## src/verilog/opaddr_params.svh

```systemverilog
`ifndef OPADDR_PARAMS_SVH
`define OPADDR_PARAMS_SVH
`define REG_FIELD_LSB   0
`define REG_FIELD_MSB   2
`define MODE_FIELD_LSB  3
`define MODE_FIELD_MSB  5
`define SP_INDEX        3'h6
`define PC_INDEX        3'h7
`define STEP_BYTE       16'h0001
`define STEP_WORD       16'h0002
`define WORD_RESET      16'h0000
`define LOW_BYTE_MSB    7
`endif

```

## src/verilog/opaddr_pkg.sv

```systemverilog
`default_nettype none
package opaddr_pkg;
   typedef enum logic [2:0] {
      MODE_REG      = 3'h0,
      MODE_REG_DEF  = 3'h1,
      MODE_AINC     = 3'h2,
      MODE_AINC_DEF = 3'h3,
      MODE_ADEC     = 3'h4,
      MODE_ADEC_DEF = 3'h5,
      MODE_IDX      = 3'h6,
      MODE_IDX_DEF  = 3'h7
   } addr_mode_t;
   typedef enum logic [7:0] {
      ST_IDLE  = 8'h01,
      ST_DECODE = 8'h02,
      ST_IDX   = 8'h04,
      ST_PTR   = 8'h08,
      ST_OPRD  = 8'h10,
      ST_OPWR  = 8'h20,
      ST_WB    = 8'h40,
      ST_DONE  = 8'h80
   } agen_state_t;
endpackage
`default_nettype wire

```

## src/verilog/operand_address_mode_unit.sv

```systemverilog
// Functional notes
// - Low three specifier bits pick the register, upper three the mode, mode bit 0 means deferred.
// - Mode 0 uses the register itself as the operand with no memory access.
// - Byte operations on a register operand touch only its low byte.
// - Mode 2 uses the register as address then steps it by 1 for bytes, 2 for words, 2 for SP and PC.
// - Mode 4 first decreases the register by 2 or 1 and then uses it as address.
// - Mode 6 fetches the next instruction-stream word and adds it to the register.
// - Indexed forms never write back the index word, and leave the register unchanged unless it is the PC, which steps past the index word.
// - Mode 1 uses the register as the operand address unchanged.
// - Mode 3 reads a pointer at the register address and then adds two to it.
// - Mode 5 subtracts two from the register then reads the pointer there.
// - Mode 7 reads the pointer at register plus index word, leaving both unchanged unless the register is the PC.
// - Registers 6 and 7 are stack pointer and program counter yet take every mode.
// - With two indexed operands the source index word is taken first, then the destination.
// - Mode 2 word access completes before the register write-back.
`timescale 1ns/1ps
`default_nettype none
`include "opaddr_params.svh"
module operand_address_mode_unit
   import opaddr_pkg::*;
#(
   parameter int W = 16
) (
   // clock and reset
   input  wire logic         clk,
   input  wire logic         rst_n,
   // request from the instruction sequencer
   input  wire logic         start,
   input  wire logic [5:0]   spec,
   input  wire logic         byte_op,
   input  wire logic         do_write,
   input  wire logic [W-1:0] wr_operand,
   output logic              busy,
   output logic              done,
   output logic [W-1:0]      operand_r,
   output logic [W-1:0]      oper_addr_r,
   // memory port
   output logic              mem_req,
   output logic              mem_we,
   output logic              mem_byte,
   output logic [W-1:0]      mem_addr_r,
   output logic [W-1:0]      mem_wdata_r,
   input  wire logic         mem_ack,
   input  wire logic [W-1:0] mem_rdata
);
   agen_state_t  state_r;
   addr_mode_t   mode_r;
   logic [2:0]   sel_r;
   logic         byte_r;
   logic         wr_r;
   logic [W-1:0] wop_r;
   logic [W-1:0] wb_val_r;
   logic         wb_pend_r;
   logic [W-1:0] rd_data;
   logic [W-1:0] pc_data;
   logic         rf_we;
   logic         rf_low;
   logic [2:0]   rf_sel;
   logic [W-1:0] rf_wdata;

   // step width for the autoincrement and autodecrement forms
   function automatic logic [W-1:0] step_of(input addr_mode_t m, input logic b,
                                            input logic [2:0] r);
      // SP and PC step by two
      if (m == MODE_AINC_DEF || m == MODE_ADEC_DEF || !b || r == `SP_INDEX
          || r == `PC_INDEX) begin
         step_of = `STEP_WORD;
      end else begin
         step_of = `STEP_BYTE;
      end
   endfunction

   function automatic logic is_indexed(input addr_mode_t m);
      is_indexed = (m == MODE_IDX) || (m == MODE_IDX_DEF);
   endfunction

   reg_file #(.W(W)) u_regs (
      .clk         (clk),
      .rst_n       (rst_n),
      .rd_sel      (sel_r),
      .rd_data     (rd_data),
      .pc_sel      (`PC_INDEX),
      .pc_data     (pc_data),
      .wr_en       (rf_we),
      .wr_low_only (rf_low),
      .wr_sel      (rf_sel),
      .wr_data     (rf_wdata)
   );

   assign busy     = (state_r != ST_IDLE);
   assign done     = (state_r == ST_DONE);
   assign mem_req  = (state_r == ST_IDX) || (state_r == ST_PTR) || (state_r == ST_OPRD)
                     || (state_r == ST_OPWR);
   assign mem_we   = (state_r == ST_OPWR);
   // pointer and index fetches are always words
   assign mem_byte = byte_r && ((state_r == ST_OPRD) || (state_r == ST_OPWR));

   // register file write arbitration
   always_comb begin
      rf_we    = 1'b0;
      rf_low   = 1'b0;
      rf_sel   = sel_r;
      rf_wdata = wb_val_r;
      if (state_r == ST_IDX && mem_ack) begin
         rf_we    = 1'b1;
         rf_sel   = `PC_INDEX;
         rf_wdata = W'(pc_data + `STEP_WORD);
      end else if (state_r == ST_DECODE && mode_r == MODE_REG && wr_r) begin
         rf_we    = 1'b1;
         rf_low   = byte_r;
         rf_wdata = wop_r;
      end else if (state_r == ST_WB && wb_pend_r) begin
         rf_we = 1'b1;
      end
   end

   // sequencing
   always_ff @(posedge clk or negedge rst_n) begin
      if (!rst_n) begin
         state_r <= ST_IDLE;
      end else begin
         unique case (state_r)
            ST_IDLE: begin
               if (start) begin
                  state_r <= ST_DECODE;
               end
            end
            ST_DECODE: begin
               if (mode_r == MODE_REG) begin
                  state_r <= ST_DONE;
               end else if (is_indexed(mode_r)) begin
                  state_r <= ST_IDX;
               end else if (mode_r[0] && mode_r != MODE_REG_DEF) begin
                  state_r <= ST_PTR;
               end else begin
                  state_r <= wr_r ? ST_OPWR : ST_OPRD;
               end
            end
            ST_IDX: begin
               if (mem_ack) begin
                  state_r <= (mode_r == MODE_IDX_DEF) ? ST_PTR : (wr_r ? ST_OPWR : ST_OPRD);
               end
            end
            ST_PTR: begin
               if (mem_ack) begin
                  state_r <= wr_r ? ST_OPWR : ST_OPRD;
               end
            end
            ST_OPRD, ST_OPWR: begin
               if (mem_ack) begin
                  state_r <= ST_WB;
               end
            end
            ST_WB: begin
               state_r <= ST_DONE;
            end
            ST_DONE: begin
               state_r <= ST_IDLE;
            end
         endcase
      end
   end

   // request capture and decode
   always_ff @(posedge clk or negedge rst_n) begin
      if (!rst_n) begin
         mode_r <= MODE_REG;
         sel_r  <= 3'h0;
         byte_r <= 1'b0;
         wr_r   <= 1'b0;
         wop_r  <= `WORD_RESET;
      end else if (state_r == ST_IDLE && start) begin
         mode_r <= addr_mode_t'(spec[`MODE_FIELD_MSB:`MODE_FIELD_LSB]);
         sel_r  <= spec[`REG_FIELD_MSB:`REG_FIELD_LSB];
         byte_r <= byte_op;
         wr_r   <= do_write;
         wop_r  <= wr_operand;
      end
   end

   // address formation and side effects
   always_ff @(posedge clk or negedge rst_n) begin
      if (!rst_n) begin
         mem_addr_r  <= `WORD_RESET;
         mem_wdata_r <= `WORD_RESET;
         oper_addr_r <= `WORD_RESET;
         operand_r   <= `WORD_RESET;
         wb_val_r    <= `WORD_RESET;
         wb_pend_r   <= 1'b0;
      end else begin
         unique case (state_r)
            ST_DECODE: begin
               mem_wdata_r <= wop_r;
               wb_pend_r   <= 1'b0;
               unique case (mode_r)
                  MODE_REG: begin
                     operand_r <= byte_r ? {{(W-8){1'b0}}, rd_data[`LOW_BYTE_MSB:0]} : rd_data;
                  end
                  MODE_REG_DEF: begin
                     mem_addr_r  <= rd_data;
                     oper_addr_r <= rd_data;
                  end
                  MODE_AINC, MODE_AINC_DEF: begin
                     mem_addr_r  <= rd_data;
                     oper_addr_r <= rd_data;
                     wb_val_r    <= W'(rd_data + step_of(mode_r, byte_r, sel_r));
                     wb_pend_r   <= 1'b1;
                  end
                  MODE_ADEC, MODE_ADEC_DEF: begin
                     mem_addr_r  <= W'(rd_data - step_of(mode_r, byte_r, sel_r));
                     oper_addr_r <= W'(rd_data - step_of(mode_r, byte_r, sel_r));
                     wb_val_r    <= W'(rd_data - step_of(mode_r, byte_r, sel_r));
                     wb_pend_r   <= 1'b1;
                  end
                  MODE_IDX, MODE_IDX_DEF: begin
                     // index word read at PC, in call order
                     mem_addr_r <= pc_data;
                  end
               endcase
            end
            ST_IDX: begin
               if (mem_ack) begin
                  mem_addr_r  <= W'(mem_rdata + rd_data);
                  oper_addr_r <= W'(mem_rdata + rd_data);
               end
            end
            ST_PTR: begin
               if (mem_ack) begin
                  mem_addr_r  <= mem_rdata;
                  oper_addr_r <= mem_rdata;
               end
            end
            ST_OPRD: begin
               if (mem_ack) begin
                  operand_r <= byte_r ? {{(W-8){1'b0}}, mem_rdata[`LOW_BYTE_MSB:0]} : mem_rdata;
               end
            end
            ST_WB: begin
               wb_pend_r <= 1'b0;
            end
            default: begin
            end
         endcase
      end
   end
endmodule
`default_nettype wire

```

## src/verilog/reg_file.sv

```systemverilog
`timescale 1ns/1ps
`default_nettype none
`include "opaddr_params.svh"
module reg_file #(
   parameter int W = 16
) (
   // clock and reset
   input  wire logic         clk,
   input  wire logic         rst_n,
   // read ports
   input  wire logic [2:0]   rd_sel,
   output logic      [W-1:0] rd_data,
   input  wire logic [2:0]   pc_sel,
   output logic      [W-1:0] pc_data,
   // write port with byte lane control
   input  wire logic         wr_en,
   input  wire logic         wr_low_only,
   input  wire logic [2:0]   wr_sel,
   input  wire logic [W-1:0] wr_data
);
   logic [W-1:0] regs_r [8];

   assign rd_data = regs_r[rd_sel];
   assign pc_data = regs_r[pc_sel];

   genvar g;
   generate
      for (g = 0; g < 8; g++) begin : g_reg
         always_ff @(posedge clk or negedge rst_n) begin
            if (!rst_n) begin
               regs_r[g] <= `WORD_RESET;
            end else if (wr_en && wr_sel == 3'(g)) begin
               if (wr_low_only) begin
                  regs_r[g][`LOW_BYTE_MSB:0] <= wr_data[`LOW_BYTE_MSB:0];
               end else begin
                  regs_r[g] <= wr_data;
               end
            end
         end
      end
   endgenerate
endmodule
`default_nettype wire

```

## config.mk

```make
export PLATFORM = sky130hd
export DESIGN_NAME = operand_address_mode_unit
export DESIGN_NICKNAME = d
export VERILOG_FILES = /design/src/verilog/opaddr_pkg.sv /design/src/verilog/operand_address_mode_unit.sv /design/src/verilog/reg_file.sv
export VERILOG_INCLUDE_DIRS = /design/src /design/src/verilog
export SDC_FILE = /design/constraint.sdc
export NUM_CORES = 1
export LEC_CHECK = 0
export BUFFER_PORTS_ARGS = -buffer_cell sky130_fd_sc_hd__buf_2
export CORE_MARGIN = 2
export CORE_UTILIZATION = 30
export CTS_CLUSTER_DIAMETER = 50
export DETAILED_ROUTE_END_ITERATION = 16
export SYNTH_ARGS = -nofsm -noshare
export SYNTH_HDL_FRONTEND = slang
export SYNTH_SLANG_ARGS = --single-unit
export TNS_END_PERCENT = 30
```

## constraint.sdc

```tcl
create_clock -name clk -period 10.32 [get_ports clk]
set_clock_uncertainty 0.15 [all_clocks]
set_input_delay 0.516 -clock clk [delete_from_list [all_inputs] [get_ports clk]]
set_output_delay 0.516 -clock clk [all_outputs]
set_load 0.03 [all_outputs]
```

* Word-level counts from Yosys, hierarchy flattened
Cells that the tools add are included.
** Word-level totals
- Register bits :: 241
- Bits of input ports :: 44
- Output and inout bits :: 69
** Operators by class
- Add/subtract/negate cells :: 4
- Order comparisons :: 1
- Eq/ne operators :: 34
- Multiplexer cells :: 40
- Bitwise operators :: 2
- Reduce and logical (&&, ||, !) cells :: 50
** Operators by type and width (number)
- two-way mux 16 bit :: 14
- one-hot mux 16 bit (3 select lines) :: 3
- one-hot mux 16 bit (2 select lines) :: 3
- one-hot mux 8 bit (7 select lines) :: 1
- binary-select mux 16 bit (select 3 bit) :: 1
- two-way mux 8 bit :: 6
- adder 16 bit :: 2
- equality test 3 bit, second input constant :: 10
- two-way mux 6 bit :: 3
- AND reduction 2 bit :: 9
- adder 16 x 2 -> 16 bit, second input constant :: 1
- subtractor 16 bit :: 1
- logical AND 1 bit :: 15
- equality test 3 x 2 -> 1 bit, second input constant :: 4
- AND reduction 4 bit :: 3
- != test 2 bit, second input constant :: 5
- logical OR 1 bit :: 9
- equality test 8 x 1 -> 1 bit, second input constant :: 1
- equality test 8 x 2 -> 1 bit, second input constant :: 1
- equality test 8 x 3 -> 1 bit, second input constant :: 1
- equality test 8 x 4 -> 1 bit, second input constant :: 1
- equality test 8 x 5 -> 1 bit, second input constant :: 1
- equality test 8 x 6 -> 1 bit, second input constant :: 1
- equality test 8 x 7 -> 1 bit, second input constant :: 1
- 22 further kinds :: 34

* Longest topological paths before layout
Gate-level depths: netlist (run 1).
- Word-level depth :: 11
- Gate-level depth with buffers :: 17
- Depth with buffers taken out :: 13

* Cells and area by module
A second synthesis (run 1) with hierarchy kept.
** Unflattened totals
- Cell total of the unflattened synthesis :: 1259
- Area total of the unflattened synthesis :: 14865.5 um^2
** By module, submodules not included
- operand_address_mode_unit :: instances 1, cells each 856, area each 7828.8 um^2, seq. area each 2829.0 um^2
- reg_file :: instances 1, cells each 403, area each 7036.7 um^2, seq. area each 3203.1 um^2

* Worst setup path after synthesis (run 1)
OpenSTA, ideal clock, no wires.
- Path kind :: flip-flop to flip-flop
- From :: reg sel_r[1]
- To :: reg oper_addr_r[14]
- Library setup time :: 0.141 ns
- Arrival time :: 3.728 ns
- Required time :: 10.029 ns
- Setup slack :: 6.300 ns
- Stages on the path, launching flop included :: 18
- Path buffers :: 4
- Path through :: dfrtp_1 > buf_6 > buf_6 > buf_1 > clkbuf_1 > mux4_2 > mux2_2 > ha_1 > inv_1 > fa_1 > nor2b_1 > o21ai_0 > a21boi_0 > o22ai_1 > o21ai_0 > a2111oi_0 > a211oi_1 > a31oi_1
** On the way
- Word-level cells in the longest chain between the ends :: 9
- Elaborated cells on any way between the ends :: 16
- Those cells by class :: add/sub (2); eq/ne (2); mux (9); bitwise (1); reduce/logical (2)
** Ends and longest elaborated chain
- start, declared :: line operand_address_mode_unit.sv:48 : logic [2:0] sel_r;
- start signal, assigned :: line operand_address_mode_unit.sv:174 : sel_r <= spec[`REG_FIELD_MSB:`REG_FIELD_LSB];
- equality test 3 bit (no source line)
- logical OR 1 bit (no source line) (2 in a row)
- two-way mux 2 bit :: line operand_address_mode_unit.sv:65 : if (m == MODE_AINC_DEF || m == MODE_ADEC_DEF || !b || r == `SP_INDEX
- two-way mux 16 bit :: line operand_address_mode_unit.sv:195 : unique case (mode_r)
- two-way mux 16 bit :: line operand_address_mode_unit.sv:191 : unique case (state_r)
- subtractor 16 bit :: line operand_address_mode_unit.sv:211 : oper_addr_r <= W'(rd_data - step_of(mode_r, byte_r, sel_r));
- one-hot mux 16 bit (2 select lines) :: line operand_address_mode_unit.sv:195
- one-hot mux 16 bit (3 select lines) (*) :: line operand_address_mode_unit.sv:191
- end signal, assigned :: line operand_address_mode_unit.sv:201 : oper_addr_r <= rd_data;
- end signal, assigned :: line operand_address_mode_unit.sv:205 : oper_addr_r <= rd_data;
- end signal, assigned :: line operand_address_mode_unit.sv:211
- end, declared :: line operand_address_mode_unit.sv:36 : output logic [W-1:0] oper_addr_r,
Mark *: on every way between the ends. The rest lies on a longest branch, timed or not. The select of a mux whose other input is x is not followed.
A chain may end at the register's enable or synchronous reset.

* Final worst setup path (run 1)
- From :: reg sel_r[1]
- To :: reg mem_addr_r[14]
** On the way
- Word-level cells in the longest chain between the ends :: 9
- Elaborated cells on any way between the ends :: 16
- Those cells by class :: add/sub (2); eq/ne (2); mux (9); bitwise (1); reduce/logical (2)
** Ends and longest elaborated chain
- equality test 3 bit (no source line)
- logical OR 1 bit (no source line) (2 in a row)
- two-way mux 2 bit :: line operand_address_mode_unit.sv:65
- two-way mux 16 bit :: line operand_address_mode_unit.sv:195
- two-way mux 16 bit :: line operand_address_mode_unit.sv:191
- subtractor 16 bit :: line operand_address_mode_unit.sv:210 : mem_addr_r <= W'(rd_data - step_of(mode_r, byte_r, sel_r));
- one-hot mux 16 bit (3 select lines) :: line operand_address_mode_unit.sv:195
- one-hot mux 16 bit (3 select lines) (*) :: line operand_address_mode_unit.sv:191
- end signal, assigned :: line operand_address_mode_unit.sv:200 : mem_addr_r <= rd_data;
- end signal, assigned :: line operand_address_mode_unit.sv:210
- end signal, assigned :: line operand_address_mode_unit.sv:217 : mem_addr_r <= pc_data;
- end, declared :: line operand_address_mode_unit.sv:41 : output logic [W-1:0] mem_addr_r,
Marks and branches as above.

==> summary.md, run 1 <==
| Metric | Value |
|---|---|
| R2r startpoint | `sel_r[1]` |
| Mapped Cells | `~1400` |
| CP peak stage delay | `670 ps` |
| RSZ-0062 raised after global routing | `false` |
| Drt pass-1 iters | `5` |
| Worst R2R Setup Slack | `5120 ps` |
| Top cell by count, worst path | `o21ai_0` |
| Footprint of the multi-input gates | `6650 µm²` |
| Peak supply drop | `around 0.15 mV` |
| Tcrit/Tclk final | `0.504` |
| Diode count | `0` |
| Critical Path Sink | `mem_addr_r[14]` |
| Reg power frac | `0.276` |
| Initial Util | `0.305` |
| Initial drt markers | `786` |
| #FFs+latches synth | `approximately 240` |
| Total CTS buffers | `28` |
| Layout fillers | `4395` |
| Cell depth of the worst flop-to-flop path | `13` |
| Mean Syn Cell Area | `~9.3 µm²` |
| Internal power | `3.14 mW` |
| # H-tree levels | `1` |
| CTS max path bufs | `3` |
| Synth Cell Area | `13100 µm²` |
| Core area | `approximately 43000 µm²` |
| Std-Cell Rows | `76` |
| Fmax | `approximately 190 MHz` |
| Hold_ws | `19.5 ps` |
| CP Class | `register to register` |
| Crit start category | `register` |
| Vias in the first global route | `10500` |
| HPWL after DPL | `about 28000 µm` |
| Wire per inst | `18.0 µm` |
| Worst skew pair latency | `550 ps` |
| DRC viols | `0` |
| Sw frac | `0.470` |
| Global-route usage over all layers | `0.166` |
| CP max FO | `32` |
| Register area | `6040 µm²` |
| Final ANT Viol Nets | `0` |
| Post-CTS setup buffers | `0` |
| Die Wd | `213 µm` |
| Num ports | `113` |
| Fin Setup TNS | `0 ps` |
| Slowest CP cell | `mux2i_1` |
| Final setup viols | `0` |
| IO Port Bufs | `112` |
| Worst slew pin tran | `~1200 ps` |
| Final wirelength | `roughly 38000 µm` |
| Reg-to-reg critical path endpoint | `mem_addr_r[14]` |
| Cells after DPL | `2045` |
| Die footprint | `45400 µm²` |
| Cts repair resizes | `0` |
| Setup crit start | `sel_r[1]` |
| Die Y | `213 µm` |
| CP Capture Type | `register` |
| Switch Pwr | `2.79 mW` |
| Routability congestion estimate | `just over 0.9` |
| CTS tree | `built` |
| Final nets | `1558` |
| Largest net degree at the start of global routing | `between 100 and 150` |
| Share of layout cells above drive strength 1 | `0.182` |
| Sink Count | `roughly 240` |
| HP Class | `primary input to register` |
| Rel. slew slack | `0.171` |
| Max-slew violations | `0` |
| Post-layout util | `0.352` |
| Status | `completed` |
| Grt ovf | `0` |
| Finished Layout Cells | `2096` |
| Synth cell types | `80` |
| Max-cap viol count | `0` |
| Syn nets | `1475` |
| Root Driver | `clkbuf_16` |
| Clock share of power | `0.165` |
| Clk slew on worst S/H paths | `roughly 60 ps` |
| First-pass GRT wire length | `59300 µm` |
| Tmin final | `5200 ps` |
| Hold Violations, Final | `0` |
| Arrival time worst endpoint | `5460 ps` |
| Pleak | `between 6 and 7 nW` |
| Vias post-DR | `10600` |
| Top_reg_cell synth | `dfrtp_1` |
| Post-synth EDFFs | `0` |
| Initial antenna violation count | `0` |
| Gate power share | `0.559` |
| Sequential-to-total area share from yosys stat | `0.460` |
| Via/cell ratio | `roughly 5.1` |
| PwrDens | `between 300 and 400 nW/µm²` |
| Area growth syn-to-layout | `15.5%` |
| Worst path required time | `~11000 ps` |
| FFs w/ async S/R, synth | `1.00` |
| Synth warn | `0` |
| Worst path cell trace | `buf_4 -> mux4_2 -> mux2i_1 -> inv_1 -> ha_1 -> nor2b_1 -> o21ai_0 -> a21boi_0 -> o22ai_1 -> o21ai_0 -> a2111oi_0 -> a211oi_1 -> a31oi_1` |
metrics by stage:
stage	power, mW	cell area [µm²]	worst slack (ps)
2_1_floorplan	4.05	13100	6300
3_3_place_gp	4.89	14200	5210
3_5_place_dp	4.95	14200	5090
4_1_cts	5.94	15100	5080
5_1_grt	6.37	15100	4560
6_report	5.93	15100	5120
metal layers:
metal / share of wire / track usage / vias up
met5: 0 / 0 / -
met4: 0.045 / 0.0723 / 0
met3: 0.039 / 0.0207 / 69
met2: 0.47 / 0.277 / 252
met1: 0.45 / 0.218 / 5152
li1: - / - / 5163
synth_stat cells (all sizes together) (19+ instances only):
master  number  area [µm²]
a21oi       80         400
a31oi       26         163
buf         19         118
clkbuf      58         218
dfrtp      240        6010
ha          20         250
inv         25        96.3
mux2        31         353
mux2i       21         280
mux4        34         769
nand2      310        1160
nand3       36         185
nor2        88         330
o21ai      197         986
xnor2       40         350
how the worst min path moves through the flow:
stage / from / to / slack [ps] / depth (start not counted)
after global placement: operand_r[9] / operand_r[9] / 310 / 2
final: start / state_r[0] / 20 / 2
after floorplan: rst_n / byte_r / 70 / 0
after global routing: start / state_r[0] / 40 / 2
after CTS: start / state_r[0] / 8 / 2
after detailed placement: mem_wdata_r[13] / mem_wdata_r[13] / 310 / 2
timing repair:
action,4_1_cts,5_1_grt
hold buffers,1,0
hold endpoints to repair,110,0
setup endpoints to repair,0,0
logic make-up (layout without fill, tap and decap cells):
logic type | after synthesis | count (layout) | synth area share
simple gates | 520 | 520 | 0.173
compound gates | 384 | 384 | 0.169
flops | 241 | 241 | 0.460
buf+inv | 104 | 207 | 0.0335
mux | 86 | 86 | 0.107
xor+xnor | 49 | 49 | 0.0327
fa+ha+maj | 24 | 24 | 0.0244
power by group through the flow:
stage / registers (mW) / logic, mW / clock network [mW]
floorplan: 1.74 / 2.31 / 0
global placement: 1.64 / 3.25 / 0
detailed placement: 1.65 / 3.30 / 0
CTS: 1.64 / 3.31 / 0.999
global route: 1.69 / 3.65 / 1.04
finish: 1.64 / 3.32 / 0.976
cell type report:
class | instances | share of cell area
Clock buffer | 38 | 0.0534
Clock inverter | 12 | 0.00702
Inverter | 27 | 0.00686
Multi-Input combinational cell | 1063 | 0.439
Sequential cell | 241 | 0.398
Tap cell | 585 | 0.0483
Timing Repair Buffer | 130 | 0.0467
worst max-delay path, delay by kind of cell, from the launching register on:
kind	cells	cell delay, ps
AO/OA/AOI/OAI	7	1810
adder cells (fa/ha/maj)	1	410
buffers and inverters	2	750
flip-flops	1	550
multiplexers	2	1230
AND/OR/NAND/NOR	1	130
flip-flops by register name, summed over array words and instances (netlist names):
| signal | cells |
|---|---|
| oper_addr_r | 16 |
| mode_r | 3 |
| mem_wdata_r | 16 |
| wb_pend_r | 1 |
| wop_r | 16 |
| mem_addr_r | 16 |
| byte_r | 1 |
| sel_r | 3 |
| state_r | 8 |
| u_regs.regs_r | 128 |
| operand_r | 16 |
| wb_val_r | 16 |
| wr_r | 1 |
placed cells by master (no fill, tap or decap), types with 26 or more instances in the layout:
master	instances
nand2_1	310
dfrtp_1	237
o21ai_0	194
buf_2	111
nor2_1	87
a21oi_1	80
xnor2_1	40
nand3_1	35
mux4_2	33
mux2_2	30
clkbuf_16	29
a31oi_1	26
(Power assumes the default switching activity.)
==> inputs of run 2 (changes only) <==
Clock period 10.32 ns to 5.15 ns, I/O delays scaled along.
==> summary.md, run 2 (synthesized netlist as in run 1, its figures left out) <==
| Metric | Value |
|---|---|
| Worst skew pair latency | `560 ps` |
| Wire per inst | `17.9 µm` |
| CP max FO | `24` |
| Pre-CTS WS | `560 ps` |
| CP Capture Type | `register` |
| Pleak | `6.99 nW` |
| Crit start category | `register` |
| HP Class | `primary input to async pin` |
| Std-Cell Rows | `76` |
| Area growth syn-to-layout | `20.0%` |
| Worst slew pin tran | `981 ps` |
| Fin Setup TNS | `0 ps` |
| Sw frac | `0.464` |
| Root Driver | `clkbuf_16` |
| PwrDens | `773 nW/µm²` |
| Max reg flops | `128` |
| # H-tree levels | `1` |
| HPWL after DPL | `28100 µm` |
| Clk slew on worst S/H paths | `60 ps` |
| Tmin final | `about 4600 ps` |
| Worst path required time | `about 5500 ps` |
| RSZ-0062 raised after global routing | `false` |
| Global-route usage over all layers | `0.172` |
| Final wirelength | `38600 µm` |
| Arrival time worst endpoint | `just under 5000 ps` |
| Sink Count | `241` |
| Fmax | `217 MHz` |
| Total CTS buffers | `29` |
| Internal power | `between 6 and 7 mW` |
| Max-slew violations | `0` |
| Cts repair resizes | `0` |
| Vias post-DR | `roughly 11000` |
| CTS tree | `built` |
| Die footprint | `around 45000 µm²` |
| Initial drt markers | `between 700 and 800` |
| IO Port Bufs | `approximately 110` |
| Peak supply drop | `0.303 mV` |
| CP Class | `register to register` |
| Max-cap viol count | `0` |
| Gate power share | `0.554` |
| Die Wd | `213 µm` |
| Drt pass-1 iters | `5` |
| Reg power frac | `0.272` |
| Post-route setup slack | `531 ps` |
| First-pass GRT wire length | `61300 µm` |
| Routability congestion estimate | `0.922` |
| CTS max path bufs | `3` |
| Die Y | `213 µm` |
| Hold Violations, Final | `0` |
| Commonest non-fill, non-tap cell in the layout | `nand2_1` |
| Final nets | `~1600` |
| Grt ovf | `0` |
| DRC viols | `0` |
| Tcrit/Tclk final | `0.897` |
| Largest net degree at the start of global routing | `167` |
| Status | `completed` |
| Rel. slew slack | `0.345` |
| Switch Pwr | `about 5.7 mW` |
| Final setup viols | `0` |
| Largest Register | `u_regs.regs_r` |
| Share of layout cells above drive strength 1 | `0.184` |
| Clock share of power | `0.174` |
| Initial Util | `0.305` |
| Most frequent cells in the layout | `310 x nand2_1, 237 x dfrtp_1, 194 x o21ai_0, 111 x buf_2, 87 x nor2_1` |
| Num ports | `113` |
| Core area | `between 40000 and 50000 µm²` |
| Via/cell ratio | `just over 5` |
| Final ANT Viol Nets | `0` |
| Diode count | `0` |
| Initial antenna violation count | `0` |
| Vias in the first global route | `10900` |
==> run 2: power by group through the flow <==
stage	clock, mW	combinational [mW]	sequential (mW)
after floorplan	0	4.63	3.49
after global placement	0	6.56	3.31
after detailed placement	0	6.66	3.34
after CTS	2.17	6.72	3.31
after global routing	2.25	7.43	3.42
final	2.12	6.74	3.31
==> run 2: repair_timing <==
action / in CTS / in global routing
setup endpoints to repair: 0 / 0
hold buffers: 43 / 0
setup buffers: 0 / 0
hold endpoints to repair: 140 / 0
==> run 2: worst paths after layout <==
| path | from | endpoint | slack (ps) | depth (start not counted) |
|---|---|---|---|---|
| setup / recovery | sel_r[1] | oper_addr_r[14] | 530 | 11 |
| hold reg to reg | mem_wdata_r[6] | mem_wdata_r[6] | 320 | 2 |
| hold / removal | rst_n | state_r[6] | 130 | 2 |
| min in group clk | start | state_r[0] | 300 | 3 |
| setup reg to reg | sel_r[1] | oper_addr_r[14] | 530 | 11 |
| max in group asynchronous | rst_n | sel_r[1] | 3430 | 3 |
==> run 2: worst max-delay path, cell delays in order (launching register included) <==
cell and delay, ps:
dfrtp_2 780, mux4_1 690, mux2i_4 320, inv_2 180, ha_1 260, or3_1 410, or4_1 410, o22ai_1 270
o21ai_0 290, a2111oi_0 470, a211oi_1 120, a31oi_1 200
==> run 2: cell type report <==
| cell class | instances | area (µm²) |
|---|---|---|
| Inverter | 27 | 104 |
| Clock inverter | 15 | 190 |
| Sequential cell | 241 | 6040 |
| Timing Repair Buffer | 183 | 1220 |
| Tap cell | 585 | 732 |
| Multi-Input combinational cell | 1063 | 6650 |
| Clock buffer | 38 | 810 |
| Fill cell | 4313 | 27300 |
==> run 2: metal layers <==
layer | vias up | GRT usage | share of wire
met5 | - | 0 | 0
met4 | 0 | 0.0912 | 0.052
met3 | 72 | 0.0199 | 0.048
met2 | 316 | 0.284 | 0.47
met1 | 5374 | 0.221 | 0.43
li1 | 5274 | - | -
==> run 2: metrics by stage <==
stage	total power [mW]	instance area (µm²)	std cells	hold WS, ps	util
6_report	12.2	15700	2152	132	0.366
5_1_grt	13.1	15700	2152	180	0.366
4_1_cts	12.2	15700	2152	144	0.366
3_5_place_dp	10.0	14300	2056	139	0.332
3_3_place_gp	9.88	14300	2056	129	0.332
2_1_floorplan	8.12	13100	1408	-188	-
==> inputs of run 3 (changes only) <==
Settings changed: ABC_AREA set to 1.
==> summary.md, run 3 <==
| Metric | Value |
|---|---|
| Die Y | `218 µm` |
| Final wirelength | `46100 µm` |
| Area growth syn-to-layout | `19.3%` |
| Initial Util | `0.303` |
| CTS tree | `built` |
| Worst R2R Setup Slack | `approximately 800 ps` |
| Share of layout cells above drive strength 1 | `0.126` |
| Crit start category | `register` |
| Clk slew on worst S/H paths | `60 ps` |
| Final ANT Viol Nets | `0` |
| Count leader, synth | `nand2_1` |
| Wire per inst | `17.5 µm` |
| Mapped Cells | `between 1500 and 2000` |
| Total CTS buffers | `34` |
| IO Port Bufs | `112` |
| Synth top area cells | `dfrtp_1 44%, nand2_1 15%, o21ai_0 7.9%` |
| Rel. slew slack | `0.254` |
| Most frequent cells in the layout | `565 x nand2_1, 239 x dfrtp_1, 216 x o21ai_0, 199 x inv_1, 140 x nor2_1` |
| Via/cell ratio | `4.98` |
| Commonest non-fill, non-tap cell in the layout | `nand2_1` |
| Global-route usage over all layers | `0.195` |
| RSZ-0062 raised after global routing | `false` |
| Cts repair resizes | `0` |
| # H-tree levels | `2` |
| Vias in the first global route | `approximately 13000` |
| Final nets | `2073` |
| Area leader, netlist | `dfrtp_1` |
| #FFs+latches synth | `241` |
| Peak supply drop | `between 0.3 and 0.4 mV` |
| Drt pass-1 iters | `5` |
| Tcrit/Tclk final | `0.845` |
| Mean Syn Cell Area | `7.30 µm²` |
| Fmax | `230 MHz` |
| Worst path required time | `around 5400 ps` |
| Max-slew violations | `0` |
| CTS max path bufs | `3` |
| Fin Setup TNS | `0 ps` |
| Core area | `45200 µm²` |
| Initial antenna violation count | `0` |
| Final setup viols | `0` |
| Arrival time worst endpoint | `4600 ps` |
| Initial drt markers | `roughly 1200` |
| Syn nets | `between 1500 and 2000` |
| Synth Cell Area | `13700 µm²` |
| First-pass GRT wire length | `73000 µm` |
| Pleak | `7.96 nW` |
| Num ports | `113` |
| Synth cell types | `55` |
| PwrDens | `446 nW/µm²` |
| Worst skew pair latency | `520 ps` |
| Die Wd | `218 µm` |
| Routability congestion estimate | `about 0.92` |
| Std-Cell Rows | `just under 80` |
| Synth top cells by count | `565 x nand2_1, 240 x dfrtp_1, 216 x o21ai_0, 199 x inv_1, 140 x nor2_1` |
| HPWL after DPL | `33100 µm` |
| Max reg flops | `approximately 130` |
| Synth warn | `0` |
| Max-cap viol count | `0` |
| Root Driver | `clkbuf_16` |
| Tmin final | `~4400 ps` |
| CP Capture Type | `register` |
| CP max FO | `17` |
| HP Class | `primary input to register` |
| Die footprint | `47400 µm²` |
| Largest Register | `u_regs.regs_r` |
| Sequential-to-total area share from yosys stat | `0.440` |
| Yosys top cell area share | `0.439` |
| Post-layout util | `0.362` |
| Sink Count | `~240` |
| CP Class | `register to register` |
| Post-synth EDFFs | `0` |
| Diode count | `0` |
| DRC viols | `0` |
| Vias post-DR | `13100` |
| Worst slew pin tran | `1120 ps` |
| Status | `completed` |
| Largest net degree at the start of global routing | `129` |
| FFs w/ async S/R, synth | `1.00` |
| Hold Violations, Final | `0` |
| Top_reg_cell synth | `dfrtp_1` |
| Grt ovf | `0` |
run 3: cell types whose count changed after synthesis, sizes merged, moves of 39 or more:
cell,change
nand2,+269
inv,+187
nand3,+75
nor2,+66
o21ai,+50
xnor2,-39
run 3: final timing paths:
check                                    start           endpoint  cells after the start
worst max-delay path                  sel_r[1]    oper_addr_r[14]                     21
worst min-delay path              mem_rdata[6]       operand_r[6]                      3
worst max register to register        sel_r[1]    oper_addr_r[14]                     21
worst min register to register  mem_wdata_r[2]     mem_wdata_r[2]                      2
max in group asynchronous                rst_n  u_regs.regs_r[45]                      3
min in group asynchronous                rst_n         state_r[7]                      2
run 3: layer usage:
layer  track usage  routed length, µm  part of all wire
met5             0                  0                 0
met4        0.0664               1410             0.031
met3        0.0351               3120             0.068
met2         0.297              19800              0.43
met1         0.278              21800              0.47
run 3: what timing repair did:
item / 4_1_cts / 5_1_grt
hold buffers: 37 / 0
hold endpoints to repair: 163 / 0
setup buffers: 0 / 0
run 3: critical path, stage by stage, from the launching register on:
cell     delay (ps)
dfrtp_1         800
nand2_2         230
inv_2           240
a22oi_1         130
o21ai_0         100
nand2_1          70
nand2_1         190
ha_1            210
inv_1            50
fa_1            350
inv_1            90
nand3_1          70
nand2_1          90
inv_1            50
o21ai_0         570
nand3_1         190
a21oi_1         190
nor2_1           60
a21oi_1         150
nand2_1          90
nand2_1          60
nand2_1          60
run 3: cell type report:
| class | instances | area [µm²] |
|---|---|---|
| sequential | 241 | 6030 |
| multi-input combinational | 1345 | 6480 |
| tap | 600 | 751 |
| fill | 4763 | 28900 |
| clock buffer | 42 | 952 |
| timing repair buffer | 168 | 1100 |
| inverter | 216 | 811 |
| clock inverter | 17 | 213 |
run 3: per-stage QoR:
step | hold WS [ps] | setup WS, ps | total power [mW] | instances | instance area (µm²)
2_1_floorplan | -188 | 1650 | 4.02 | 1877 | 13700
3_3_place_gp | 298 | 1040 | 4.82 | 2533 | 14800
3_5_place_dp | 309 | 963 | 4.84 | 2533 | 14800
4_1_cts | 5.60 | 914 | 7.33 | 2629 | 16300
5_1_grt | 56.0 | 413 | 7.71 | 2629 | 16300
6_report | 21.7 | 798 | 7.29 | 2629 | 16300
run 3: cells by family after synthesis:
group	synth area share
compound gates	0.164
flops	0.440
simple gates	0.280
buf+inv	0.0863
xor+xnor	0.00704
fa+ha+maj	0.0227
run 3: where the power goes:
part           switching (mW)  internal [mW]
logic                    1.77          0.765
registers               0.164           2.15
clock network           0.916           1.52
